[src/core/ppc_pkg.sv]
// constants, carrier types and state layout for the primary bus port core
package ppc_pkg;

    localparam int AD_W = 32;
    localparam int CBE_W = 4;
    localparam int FIFO_DEPTH = 8;
    localparam int CLK_PERIOD_NS = 50;

    // reset values
    localparam logic POR_SYNC_RST = 1'b1;
    localparam logic BUS_SYNC_RST = 1'b1;
    localparam logic PERR_IDLE_LEVEL = 1'b1;

    // one word to drive, or one word seen on the bus
    typedef struct packed {
        logic addr_phase;
        logic [CBE_W-1:0] cbe;
        logic [AD_W-1:0] ad;
    } ppc_word_t;

    localparam int WORD_W = $bits(ppc_word_t);

    // the parity-covered bus lines as seen at the pins
    typedef struct packed {
        logic [AD_W-1:0] ad;
        logic [CBE_W-1:0] cbe;
        logic par;
    } ppc_bus_t;

    typedef enum logic [2:0] {
        PE_IDLE = 3'h1,
        PE_LOW = 3'h2,
        PE_HIGH = 3'h4
    } ppc_perr_t;

    typedef struct packed {
        logic por_s1;
        logic por_s2;
        logic bus_s1;
        logic bus_s2;
        logic slp_s1;
        logic slp_s2;
        ppc_bus_t pin_s1;
        ppc_bus_t pin_s2;
        logic smp_q1;
        logic smp_q2;
        logic adr_q1;
        logic adr_q2;
        logic chk_pend;
        logic chk_par;
        ppc_bus_t drv;
        logic ad_oe;
        logic cbe_oe;
        logic par_pend;
        logic par_oe;
        logic par_out;
        ppc_perr_t perr_st;
        ppc_word_t rx;
        logic [CBE_W-1:0] rx_cmd;
        logic [CBE_W-1:0] rx_lanes;
        logic rx_valid;
        logic par_err;
        logic [7:0] err_count;
    } ppc_state_t;

    localparam ppc_state_t ST_RST = '{
        por_s1: POR_SYNC_RST,
        por_s2: POR_SYNC_RST,
        bus_s1: BUS_SYNC_RST,
        bus_s2: BUS_SYNC_RST,
        perr_st: PE_IDLE,
        default: '0
    };

    // even parity: the parity line makes the count of ones even
    function automatic logic ppc_even_par(input logic [AD_W-1:0] ad, input logic [CBE_W-1:0] cbe);
        return ^{ad, cbe};
    endfunction

    // active-low byte enables to a lane mask, bit n marks byte lane n valid
    function automatic logic [CBE_W-1:0] ppc_lane_mask(input logic [CBE_W-1:0] cbe);
        return ~cbe;
    endfunction

endpackage

[src/core/ppc_port.sv]
// primary bus port: reset handling, address/data and command lines, parity
`timescale 1ns/1ps
module ppc_port
    import ppc_pkg::*;
(
    input wire logic clock,
    input wire logic rst,
    // reset and sleep pins
    input wire logic power_on_reset_in,
    input wire logic bus_reset_in,
    input wire logic sleep_hold_in,
    // parity-error response enable from the command register
    input wire logic perr_response_en,
    // address/data pins
    input wire logic [AD_W-1:0] ad_in,
    output logic [AD_W-1:0] ad_out,
    output logic ad_oe,
    // command/byte-enable pins
    input wire logic [CBE_W-1:0] cbe_in,
    output logic [CBE_W-1:0] cbe_out,
    output logic cbe_oe,
    // parity pin
    input wire logic par_in,
    output logic par_out,
    output logic par_oe,
    // parity-error pin, active low, driven only when enabled
    output logic perr_n_out,
    output logic perr_n_oe,
    // words to drive, from the transaction logic
    input wire logic tx_valid,
    output logic tx_ready,
    input wire ppc_word_t tx_word,
    // drive strobes from the transaction logic
    output logic tx_avail,
    input wire logic drive_go,
    input wire logic drive_target,
    // sample qualifiers from the transaction logic
    input wire logic sample_en,
    input wire logic sample_addr,
    // words seen as target
    output logic rx_valid,
    output ppc_word_t rx_word,
    output logic [CBE_W-1:0] rx_cmd,
    output logic [CBE_W-1:0] rx_lanes,
    // status
    output logic parity_error,
    output logic [7:0] parity_error_count,
    output logic bus_floated
);

    ppc_state_t st;
    ppc_state_t next_st;

    logic floated;
    logic clear;
    logic fifo_rst;
    logic fifo_in_valid;
    logic fifo_in_ready;
    logic head_valid;
    logic pop;
    logic mismatch;
    logic [WORD_W-1:0] head_bits;
    ppc_word_t head;

    // either reset pin floats the bus; only sleep-hold can spare the state
    assign floated = st.por_s2 | st.bus_s2;
    // power-on reset always clears, bus reset clears unless sleep-hold is on
    assign clear = st.por_s2 | (st.bus_s2 & ~st.slp_s2);
    assign fifo_rst = rst | clear;

    // refuse new words while floated so nothing piles up during reset
    assign fifo_in_valid = tx_valid & ~floated;
    assign tx_ready = fifo_in_ready & ~floated;

    ppc_fifo #(
        .W(WORD_W),
        .DEPTH(FIFO_DEPTH)
    ) u_tx_fifo (
        .clock(clock),
        .rst(fifo_rst),
        .in_valid(fifo_in_valid),
        .in_ready(fifo_in_ready),
        .in_data(tx_word),
        .out_valid(head_valid),
        .out_ready(pop),
        .out_data(head_bits)
    );

    assign head = ppc_word_t'(head_bits);
    assign tx_avail = head_valid & ~floated;

    // a word leaves only when the transaction logic asks and the bus is live
    assign pop = drive_go & head_valid & ~floated;

    // the check result pairs the held parity with the parity line one clock on
    assign mismatch = st.chk_pend & (st.pin_s2.par != st.chk_par);

    always_comb
    begin
        next_st = st;

        // two flip-flops on every pin, all taken on the rising edge
        next_st.por_s1 = power_on_reset_in;
        next_st.por_s2 = st.por_s1;
        next_st.bus_s1 = bus_reset_in;
        next_st.bus_s2 = st.bus_s1;
        next_st.slp_s1 = sleep_hold_in;
        next_st.slp_s2 = st.slp_s1;
        next_st.pin_s1 = {ad_in, cbe_in, par_in};
        next_st.pin_s2 = st.pin_s1;

        // qualifiers are delayed to line up with the pin samples
        next_st.smp_q1 = sample_en & ~floated;
        next_st.smp_q2 = st.smp_q1;
        next_st.adr_q1 = sample_addr;
        next_st.adr_q2 = st.adr_q1;

        // single-cycle status strobes
        next_st.rx_valid = 1'b0;
        next_st.par_err = 1'b0;
        next_st.chk_pend = 1'b0;

        // target capture: address phase gives command, data phase gives lanes
        if (st.smp_q2)
        begin
            next_st.rx.addr_phase = st.adr_q2;
            next_st.rx.ad = st.pin_s2.ad;
            next_st.rx.cbe = st.pin_s2.cbe;
            next_st.rx_valid = 1'b1;
            if (st.adr_q2)
            begin
                next_st.rx_cmd = st.pin_s2.cbe;
            end
            else
            begin
                next_st.rx_lanes = ppc_lane_mask(st.pin_s2.cbe);
            end
            // hold the computed parity until the initiator's parity arrives
            next_st.chk_pend = 1'b1;
            next_st.chk_par = ppc_even_par(st.pin_s2.ad, st.pin_s2.cbe);
        end

        // mismatch is counted up to 255 whatever the enable, the pin only follows the enable
        if (mismatch)
        begin
            next_st.par_err = 1'b1;
            if (st.err_count != 8'hff)
            begin
                next_st.err_count = 8'(st.err_count + 1'b1);
            end
        end

        // parity-error pin: low for one clock, then high one clock before release
        case (st.perr_st)
            PE_IDLE:
            begin
                if (mismatch && perr_response_en)
                begin
                    next_st.perr_st = PE_LOW;
                end
            end
            PE_LOW:
            begin
                if (mismatch && perr_response_en)
                begin
                    next_st.perr_st = PE_LOW;
                end
                else
                begin
                    next_st.perr_st = PE_HIGH;
                end
            end
            PE_HIGH:
            begin
                if (mismatch && perr_response_en)
                begin
                    next_st.perr_st = PE_LOW;
                end
                else
                begin
                    next_st.perr_st = PE_IDLE;
                end
            end
            default:
            begin
                next_st.perr_st = PE_IDLE;
            end
        endcase

        // drive path: lines stand one clock, parity follows one clock later
        next_st.ad_oe = 1'b0;
        next_st.cbe_oe = 1'b0;
        next_st.par_pend = 1'b0;
        next_st.par_oe = st.par_pend;
        next_st.par_out = st.drv.par;
        if (pop)
        begin
            next_st.drv.ad = head.ad;
            next_st.drv.cbe = head.cbe;
            // as read target the initiator owns the command lines
            next_st.drv.par = ppc_even_par(head.ad, head.cbe);
            next_st.ad_oe = 1'b1;
            next_st.cbe_oe = ~drive_target;
            next_st.par_pend = 1'b1;
        end

        // clearing keeps the reset and sleep-hold pin synchronisers running so release is seen
        if (clear)
        begin
            next_st = ST_RST;
            next_st.por_s1 = power_on_reset_in;
            next_st.por_s2 = st.por_s1;
            next_st.bus_s1 = bus_reset_in;
            next_st.bus_s2 = st.bus_s1;
            next_st.slp_s1 = sleep_hold_in;
            next_st.slp_s2 = st.slp_s1;
        end
    end

    // one register for all state; reset leaves the bus floated
    always_ff @(posedge clock)
    begin
        if (rst)
        begin
            st <= ST_RST;
        end
        else
        begin
            st <= next_st;
        end
    end

    // enables are gated by the reset pins, so a held state never leaks out
    assign ad_out = st.drv.ad;
    assign ad_oe = st.ad_oe & ~floated;
    assign cbe_out = st.drv.cbe;
    assign cbe_oe = st.cbe_oe & ~floated;
    assign par_out = st.par_out;
    assign par_oe = st.par_oe & ~floated;
    assign perr_n_out = (st.perr_st == PE_LOW) ? ~PERR_IDLE_LEVEL : PERR_IDLE_LEVEL;
    assign perr_n_oe = (st.perr_st != PE_IDLE) & ~floated;

    // target-side results and status
    assign rx_valid = st.rx_valid;
    assign rx_word = st.rx;
    assign rx_cmd = st.rx_cmd;
    assign rx_lanes = st.rx_lanes;
    assign parity_error = st.par_err;
    assign parity_error_count = st.err_count;
    assign bus_floated = floated;

endmodule

[src/core/ppc_fifo.sv]
// small first-in first-out buffer in flip-flops, valid/ready on both sides
`timescale 1ns/1ps
module ppc_fifo
    import ppc_pkg::*;
#(
    parameter int W = WORD_W,
    parameter int DEPTH = FIFO_DEPTH
)
(
    input wire logic clock,
    input wire logic rst,
    input wire logic in_valid,
    output logic in_ready,
    input wire logic [W-1:0] in_data,
    output logic out_valid,
    input wire logic out_ready,
    output logic [W-1:0] out_data
);

    localparam int AW = $clog2(DEPTH);
    localparam logic [AW:0] FULL_COUNT = (AW+1)'(DEPTH);

    typedef struct packed {
        logic [DEPTH-1:0][W-1:0] mem;
        logic [AW-1:0] wr;
        logic [AW-1:0] rd;
        logic [AW:0] cnt;
    } ppc_fifo_state_t;

    ppc_fifo_state_t st;
    ppc_fifo_state_t next_st;
    logic push;
    logic pop;

    // honest flags straight from the count
    assign in_ready = (st.cnt != FULL_COUNT);
    assign out_valid = (st.cnt != '0);
    assign out_data = st.mem[st.rd];
    assign push = in_valid & in_ready;
    assign pop = out_valid & out_ready;

    // pointers wrap by width, so depth is kept a power of two
    always_comb
    begin
        next_st = st;
        if (push)
        begin
            next_st.mem[st.wr] = in_data;
            next_st.wr = AW'(st.wr + 1'b1);
        end
        if (pop)
        begin
            next_st.rd = AW'(st.rd + 1'b1);
        end
        if (push && !pop)
        begin
            next_st.cnt = (AW+1)'(st.cnt + 1'b1);
        end
        else if (pop && !push)
        begin
            next_st.cnt = (AW+1)'(st.cnt - 1'b1);
        end
    end

    always_ff @(posedge clock)
    begin
        if (rst)
        begin
            st <= '0;
        end
        else
        begin
            st <= next_st;
        end
    end

endmodule

[config.mk]
export PLATFORM = sky130hd
export DESIGN_NAME = ppc_port
export DESIGN_NICKNAME = d
export VERILOG_FILES = /design/src/core/ppc_pkg.sv /design/src/core/ppc_port.sv /design/src/core/ppc_fifo.sv
export SDC_FILE = /design/constraint.sdc
export NUM_CORES = 1
export LEC_CHECK = 0
export BUFFER_PORTS_ARGS = -buffer_cell sky130_fd_sc_hd__buf_2
export CAP_MARGIN = 20
export CORE_MARGIN = 4
export CORE_UTILIZATION = 50
export DETAILED_ROUTE_END_ITERATION = 16
export GPL_ROUTABILITY_DRIVEN = 1
export PLACE_DENSITY = 0.69
export SETUP_SLACK_MARGIN = 0.2
export SLEW_MARGIN = 10
export SYNTH_ARGS = -nofsm -noshare
export SYNTH_HDL_FRONTEND = slang
export SYNTH_SLANG_ARGS = --single-unit
export TNS_END_PERCENT = 100
[constraint.sdc]
create_clock -name clock -period 6.34 [get_ports clock]
set_input_delay 1.585 -clock clock [delete_from_list [all_inputs] [get_ports clock]]
set_output_delay 1.585 -clock clock [all_outputs]
set_load 0.03 [all_outputs]
Word level (Yosys, flattened, before mapping)
Cells that the tools add are included.
{"block": "op_classes", "reduce_logical": 15, "muxes": 17, "n_addsub": 5, "n_bitwise": 23, "n_lt_le_gt_ge": 3, "eq_ne": 8}
{"cell": "296-bit bitwise mux", "n": 1}
{"cell": "37-bit binary-select mux with 3-bit select", "n": 1}
{"cell": "37-bit demux with 3-bit select", "n": 1}
{"cell": "36-bit XOR reduction", "n": 2}
{"cell": "37-bit 2-to-1 mux", "n": 1}
{"cell": "36-bit 2-to-1 mux", "n": 1}
{"cell": "1-bit bitwise AND", "n": 14}
{"cell": "3-bit 2-to-1 mux", "n": 3}
{"cell": "9-bit 2-to-1 mux", "n": 1}
{"cell": "3-bit one-hot mux with 3 select lines", "n": 1}
{"cell": "8-bit by 1-bit adder with 8-bit output, second input constant", "n": 1}
{"cell": "3-bit by 4-bit < comparator with 1-bit output, second input constant", "n": 2}
{"cell": "4-bit 2-to-1 mux", "n": 2}
{"cell": "8-bit 2-to-1 mux", "n": 1}
{"cell": "8-bit != test, second input constant", "n": 1}
{"cell": "3-bit by 1-bit adder with 3-bit output, second input constant", "n": 2}
{"cell": "2-bit AND reduction", "n": 3}
{"cell": "1-bit inverter", "n": 5}
{"cell": "4-bit by 1-bit adder with 4-bit output, second input constant", "n": 1}
{"cell": "1-bit logical AND", "n": 4}
{"cell": "2-bit 2-to-1 mux", "n": 2}
{"cell": "4-bit != test, second input constant", "n": 1}
{"cell": "4-bit inverter", "n": 1}
{"cell": "4-bit nonzero test", "n": 1}
{"cell": "14 further kinds", "n": 18}
{"block": "totals", "in_bits": 85, "word_cells": 117, "register_bits": 492}

Logic depth before layout (Yosys ltp)
Gate-level depths: netlist of run 1.
{"block": "depth", "depth_word": 8, "depth_mapped": 15}

Hierarchy
From an unflattened synthesis of run 1, not the netlist that was laid out.
{"block": "hier_totals", "hier_cells": 2253, "hier_area_um2": 20643.5}
{"module": "ppc_fifo", "seq_area_each_um2": 6125.9, "cells_each": 1522, "area_per_inst_um2": 13538.0, "instances": 1}
{"module": "ppc_port", "seq_area_each_um2": 3683.5, "cells_each": 731, "area_per_inst_um2": 7105.6, "instances": 1}

Worst setup path after synthesis of run 1
Ideal clock, no wire load.
{"block": "synth_timing", "kind": "input port to flip-flop", "start": "in drive_go", "end": "reg u_tx_fifo.st[3] (netlist name)", "required_ns": 6.270, "arrival_ns": 3.492, "slack_ns": 2.778, "cell_stages": 12, "path_cell_list": "and2_1 > clkbuf_1 > buf_2 > inv_1 > ha_1 > inv_1 > ha_1 > a21o_1 > a21oi_1 > xnor2_1 > or3_1 > a21oi_1"}
{"block": "synth_via", "elab_chain_len": 6}
{"item": "start: declaration", "line_no": "ppc_port.sv:35", "rtl": "input wire logic drive_go,"}
{"item": "1-bit bitwise AND (*) (2 in series)", "line_no": "ppc_port.sv:93", "rtl": "assign pop = drive_go & head_valid & ~floated;"}
{"item": "1-bit bitwise AND (*)", "line_no": "ppc_fifo.sv:40", "rtl": "assign pop = out_valid & out_ready;"}
{"item": "1-bit logical NOT", "line_no": "ppc_fifo.sv:55", "rtl": "if (push && !pop)"}
{"item": "1-bit logical AND", "line_no": "ppc_fifo.sv:55"}
{"item": "4-bit 2-to-1 mux / 2-bit nonzero test (equally long branches)"}
{"item": "end signal: assignment", "line_no": "ppc_fifo.sv:73", "rtl": "st <= next_st;"}
{"item": "end: declaration", "line_no": "ppc_fifo.sv:30", "rtl": "ppc_fifo_state_t st;"}
Mark *: on every way between the ends. The rest lies on a longest branch, timed or not.
A chain may end at the register's enable or synchronous reset.

Worst setup path after layout of run 1
{"block": "layout_timing", "start": "reg u_tx_fifo.st[4] (netlist name)", "end": "reg st[63] (netlist name)"}
{"block": "layout_via", "elab_chain_len": 3}
{"item": "37-bit binary-select mux with 3-bit select", "line_no": "ppc_fifo.sv:38", "rtl": "assign out_data = st.mem[st.rd];"}
{"item": "36-bit 2-to-1 mux (not written as such)", "line_no": "ppc_fifo.sv:38"}
{"item": "36-bit XOR reduction", "line_no": "ppc_pkg.sv:77", "rtl": "return ^{ad, cbe};"}
{"item": "end signal: assignment", "line_no": "ppc_port.sv:229", "rtl": "st <= next_st;"}
{"item": "end: declaration", "line_no": "ppc_port.sv:51", "rtl": "ppc_state_t st;"}
Every way passes these cells. The select of a mux whose other input is x is not followed.

==> flow_summary.ini, run 1 <==
[synthesis]
yosysTopAreaCellShare_pct = 48.86
synth_flop_cell = dfxtp_1
syn_nets = 2262
synth_cell_type_count = 43
synth_warnings = 0
synth_seq_area_share_pct = 48.86
synth_cells = 2170
netlist_area_um2 = 19750
synth-seq-cells = 482
yosysTopAreaCell = dfxtp_1
synthTopCellsByArea = dfxtp_1, nand2_1, a21oi_1, mux4_2, buf_4
synthArstFlopShare_pct = 0
syn_avg_cell_area_um2 = 9.101
synth-edff-count = 0

[power]
p_leak_nw = 7.226
p_total_w = 0.006057
ir_drop_mv = 0.1816
p_per_area_nw_per_um2 = 277.5

[global_routing]
antenna_found_initial = 7
grt-ovfl-total = 0
grt_pass1_vias = 14690
grt_pass1_wl_um = 79090
grt_use_total_pct = 23.30
grt_max_degree = 200

[worst_setup_path]
rrSetupSlack_ns = 2.47
cpMaxStageDelayCell = dfxtp_4
critPathRequiredTime_ns = 6.84
startpoint_type = register
critPathMaxFanout = 49
critPathCaptureType = register
cpMostUsedCell = xnor2_1
cpPeakStageDelay_ns = 1.03
worstSetupPathType = reg2reg
cp_cell_sequence = buf_4 > mux4_1 > mux2i_1 > xor2_1 > xnor2_1 > xnor2_1 > xnor2_1 > xnor3_1 > a21oi_1
crit_arrival_ns = 4.36

[sta]
finalCritPeriodShare_pct = 60.97
tightestPinTransition_ns = 1.104
fmax_mhz = 258.7
fin_skew_ns = 0.01067
setup_violations = 0
hold_viol = 0
rsz0062_at_grt = no
setup_ws_ns = 2.474
relSlewSlack_pct = 26.19
period_minus_slack_ns = 3.866
fin_tns_setup_ns = 0
slew_violations = 0

[floorplanning]
die_w_um = 206.7
ios = 185
die-area_um2 = 42740
die_h_um = 206.7
coreArea_um2 = 38830
start_util_pct = 50.87
num_rows = 72

[routing]
first_iter_violations = 1340
first_pass_iters = 5
route.detailed.drc = 0
vias = 14870
post_drt_wl_per_cell_um = 18.64
wirelength_um = 50750
antenna_left = 0
viasPerCell = 5.462

[placement]
place_inst = 2632
io_buffers = 183
gp_congestion = 0.7675
dp_hpwl_um = 29170
place_ws_ns = 2.403

[clock_network]
clk_latency_ns = 0.57
cts.htree.levels = 2
clock-sinks = 482
ctsResizeCount = 0
cts_root_buf = clkbuf_16
post_cts_buffers = 0
cts.clk_slew.worst_paths_ns = 0.06
cts_buffer_depth = 3
cts_tree = done
numCtsBuffers = 49
holdBufCountCts = 0

[cells_and_area]
drive_gt1_share_pct = 16.42
nets = 2258
fin_cells = 2722
post-route-util_pct = 56.21
syn2layout_area_growth_pct = 10.50

[worst_hold_path]
hp-class = reg2reg

[job]
maxCapViolCount = 0

[run_status]
status = finished clean
metal layers:
metal,vias up,global-route usage (%),part of all wire (%)
li1,7080,-,-
met5,-,0,0.10
met2,504,39.71,49
met4,6,7.932,2.7
met3,107,4.796,7.6
met1,7170,29.69,41
sequential cells by signal, indices dropped and copies added, names as in the netlist:
register / flops
ad_out: 32
rx_cmd: 4
parity_error_count: 8
rx_lanes: 4
parity_error: 1
cbe_out: 4
u_tx_fifo.st: 298
rx_word: 37
st: 93
par_out: 1
area by class of cell:
cell class                      count  area, um2
Antenna cell                        5      12.51
Clock buffer                       69       1454
Clock inverter                     15      209.0
Fill cell                        3395      17000
Inverter                            8      30.03
Multi-Input combinational cell   1415       8668
Sequential cell                   482       9659
Tap cell                          518      648.1
Timing Repair Buffer              210       1144
final timing paths:
kind	depth (start not counted)	start	end
worst max-delay path	9	u_tx_fifo.st[4]	st[63]
worst min-delay path	1	st[185]	st[184]
worst max register to register	9	u_tx_fifo.st[4]	st[63]
worst min register to register	1	st[185]	st[184]
cell usage after synthesis (3+ instances only):
master	n
xor2_1	14
buf_2	10
mux4_1	21
nor2b_1	5
nand3_1	9
buf_1	10
clkbuf_2	30
nor3_1	6
mux4_2	51
a211oi_1	41
nor3b_1	3
and2_1	88
clkbuf_1	115
xnor2_1	66
nand2_1	594
nor2_1	106
buf_12	3
a21oi_1	304
inv_1	7
mux2i_1	71
nand4_1	3
buf_4	96
dfxtp_1	482
or2_2	4
ha_1	6
kinds of logic (layout without fill, tap and decap cells):
logic type               count (synthesis)  after routing  share of synthesized area, %
buffers and inverters                  273            302                         7.551
XOR/XNOR                                84             84                         3.940
AO/OA/AOI/OAI                          351            351                         9.439
AND/OR/NAND/NOR                        829            829                         17.41
flip-flops                             482            482                         48.86
multiplexers                           144            144                         12.32
adder cells (fa/ha/maj)                  7              7                        0.4815
other                                    0              5                             0
power breakdown:
| part | leakage [nW] | switching [W] | internal (W) | total, W |
|---|---|---|---|---|
| Sequential | 3.88 | 0.00000102 | 0.00303 | 0.00303 |
| Combinational | 2.52 | 0.0000458 | 0.0000243 | 0.0000701 |
| Clock | 0.819 | 0.00116 | 0.00179 | 0.00295 |
critical path, delay by kind of cell (launching register included):
| kind | cells | cell delay, ns |
|---|---|---|
| AOI/OAI and AO/OA | 1 | 0.14 |
| xor gates and xnor gates | 5 | 1.17 |
| buffers and inverters | 1 | 0.47 |
| DFF | 1 | 1.03 |
| muxes | 2 | 0.96 |
per-stage QoR:
stage | hold WS, ns | area, um2
detailed placement | 0.3970 | 20130
finish | 0.4059 | 21820
global route | 0.4319 | 21820
CTS | 0.4093 | 21790
global placement | 0.3941 | 20130
floorplan | 0.3895 | 19750
cell usage in the layout, fill, tap and decap left out, drive strengths merged, types with 2 or more instances in the layout:
master	count
o21ai	4
mux4	72
and3	2
bufinv	5
clkinv	7
nand4	3
diode	5
nor2	106
xor2	14
a21oi	304
inv	9
nor3b	3
ha	6
nor2b	5
a211oi	41
or2	4
buf	210
dfxtp	482
xnor3	2
xnor2	68
mux2i	72
nand2	594
nor4b	2
clkinvlp	2
nand4b	2
and2	88
nor3	6
nand3	9
clkbuf	69
nand3b	2
Note: power is estimated with default switching activity, not from simulation.
==> inputs of run 2 (changes only) <==
- ABC_AREA: default -> 1
- clock period: 6.34 -> 3.9 ns (I/O delays scaled with it)
==> run 2 against run 1 <==
  * Sequential power is 63% higher
  * Maximum frequency is 25% higher
  * Die area up 7.4%
  * Design area increased by 6.9%
  * First-iteration DRC count grew 3.9%
  * Non-clock buffer count increased by 6
  * Register-to-register slack worse by 1.7 ns
  * Sequential cell count did not move
  * Synthesized cell count increased by 39%
  * Global-route usage is 0.23 points higher
  * Cell count grew 31%
  * Routed wire length rose by 9.1%
  * Largest cell class unchanged
  * Highest routed layer unchanged
==> flow_summary.ini, run 2 <==
[worst_hold_path]
worstHoldStart = st[176]
hp-class = reg2reg
whs_endpoint = st[139]
hold_depth = 2

[worst_setup_path]
path_buf_inv = 4
r2r-start = u_tx_fifo.st[4]
cp_cell_sequence = inv_4 > buf_12 > nand2_1 > nand3_1 > nand2_1 > o21ai_1 > nand2_1 > nand2_1 > nand2_1 > nand2_1 > nand2_1 > nand2_1 > inv_1 > nand2_1 > nand3_1 > nand3_1 > nand3_1 > nand2_1 > inv_1
critPathRequiredTime_ns = 4.40
cpMaxStageDelayCell = dfxtp_4
worstSetupPathType = reg2reg
critPathCaptureType = register
cpPeakStageDelay_ns = 0.43
r2r_end = st[63]
rrSetupSlack_ns = 0.82
crit_family = simple AND/OR/NAND/NOR gates
startpoint_type = register
r2r_cells = 19
crit_arrival_ns = 3.59
critPathMaxFanout = 59
cpMostUsedCell = nand2_1

[synthesis]
netlist_area_um2 = 21280
syn_nets = 3101
synth_cell_type_count = 34
yosysMostFrequentCell = nand2_1
synth_common_cells = nand2_1, dfxtp_1, a21oi_1
synth_seq_area_share_pct = 45.35
synth_warnings = 0
synthArstFlopShare_pct = 0
synthTopCellsByArea = dfxtp_1, nand2_1, a21oi_1, o21ai_0, inv_1
synth-seq-cells = 482
synth_cells = 3009
syn_avg_cell_area_um2 = 7.071
yosysTopAreaCellShare_pct = 45.35
synth-edff-count = 0
yosysTopAreaCell = dfxtp_1
synth_flop_cell = dfxtp_1

[routing]
first_pass_iters = 5
antenna_left = 0
first_iter_violations = 1392
route.detailed.drc = 0
dr_wl_met2_um = 27270
wirelength_um = 55380
wl_met1_um = 23300
vias = 18590
post_drt_wl_per_cell_um = 15.51
wl_met3_um = 3049
viasPerCell = 5.206
top_layer = met5

[global_routing]
grt_pass1_wl_um = 90490
grt_max_degree = 197
antenna_found_initial = 5
grt-ovfl-total = 0
grt_pass1_vias = 17760
grt_use_total_pct = 23.53

[sta]
fmax_mhz = 324.3
relSlewSlack_pct = 42.36
setup_violations = 0
rsz0062_at_grt = no
hold_viol = 0
period_minus_slack_ns = 3.084
hold_ws_ns = 0.4044
tightestPinTransition_ns = 0.8645
finalCritPeriodShare_pct = 79.08
fin_skew_ns = 0.02495
fin_tns_setup_ns = 0
slew_violations = 0

[cells_and_area]
largest_reg_flops = 298
nets = 3090
final_cell_mix = nand2_1, dfxtp_1, a21oi_1, inv_1, o21ai_0
post-route-util_pct = 55.51
drive_gt1_share_pct = 10.63
largest-register = u_tx_fifo.st
syn2layout_area_growth_pct = 9.686
mostFrequentLayoutCell = nand2_1

[power]
p_per_area_nw_per_um2 = 415.9
p_total_w = 0.009705
p_leak_nw = 9.162
ir_drop_mv = 0.3200

[placement]
io_buffers = 183
gp_congestion = 0.8149
dp_hpwl_um = 33520

[clock_network]
cts.htree.levels = 2
cts_tree = done
cts_root_buf = clkbuf_16
post_cts_buffers = 0
ctsResizeCount = 0
cts.clk_slew.worst_paths_ns = 0.06
clk_latency_ns = 0.60
clock-sinks = 482
holdBufCountCts = 0
numCtsBuffers = 50
cts_buffer_depth = 3

[job]
maxCapViolCount = 0

[floorplanning]
ios = 185
num_rows = 75
start_util_pct = 50.61
die_w_um = 214.3
coreArea_um2 = 42040
die_h_um = 214.3
die-area_um2 = 45920

[run_status]
status = finished clean
## run 2: power by group
part	switching, W	leakage [nW]	internal, W
Clock	0.00197	0.760	0.00268
Combinational	0.0000825	4.52	0.0000436
Sequential	0.00000170	3.88	0.00493
## run 2: worst register-to-register path, stage by stage, from the launching register on
cell and delay [ns]:
dfxtp_4 0.43, inv_4 0.37, buf_12 0.32, nand2_1 0.17
nand3_1 0.08, nand2_1 0.08, o21ai_1 0.30, nand2_1 0.09
nand2_1 0.10, nand2_1 0.05, nand2_1 0.14, nand2_1 0.08
nand2_1 0.10, inv_1 0.05, nand2_1 0.09, nand3_1 0.08
nand3_1 0.10, nand3_1 0.21, nand2_1 0.13, inv_1 0.04
## run 2: per-stage QoR
step,setup WS [ns],instance area (um2),instances
3_5_place_dp,0.8821,21760,3485
4_1_cts,0.8881,23330,3569
2_1_floorplan,0.9598,21280,3009
3_3_place_gp,0.9175,21760,3485
6_report,0.8161,23340,3570
5_1_grt,0.4930,23330,3569
## run 2: layout make-up
class | instances | area [um2]
multi-input cells | 1859 | 8647
diodes | 1 | 2.502
inverters | 389 | 1466
clock buffers | 73 | 1398
flip-flops and latches | 482 | 9656
fillers | 3954 | 18700
repair buffers | 216 | 1314
clock inverters | 11 | 178.9
well taps | 539 | 674.4
## run 2: how the worst max path moves through the flow
stage                                from           endpoint  slack, ns  cells after the start
final                     u_tx_fifo.st[4]             st[63]       0.82                     19
after global routing      u_tx_fifo.st[4]             st[63]       0.49                     19
after CTS                 u_tx_fifo.st[4]             st[63]       0.89                     19
after detailed placement         tx_valid  u_tx_fifo.st[193]       0.88                      9
after global placement           tx_valid  u_tx_fifo.st[164]       0.92                      9
after floorplan                   st[184]    u_tx_fifo.st[3]       0.96                     14
## run 2: logic make-up (layout without fill, tap and decap cells)
family                     Yosys count  after routing  share of synthesized area (%)
AOI/OAI and AO/OA                  776            776                          18.74
xor gates and xnor gates            40             40                          1.647
adders and majority gates            7              7                         0.4469
buffers and inverters              668            689                          14.15
DFF                                482            482                          45.35
other                                0              1                              0
and+or+nand+nor                   1036           1036                          19.67
## run 2: layer usage
layer  vias up  GRT usage [%]
met5         -              0
met4         4          8.494
met3       113          3.954
met2       479          41.57
met1      8539          28.99
li1       9450              -
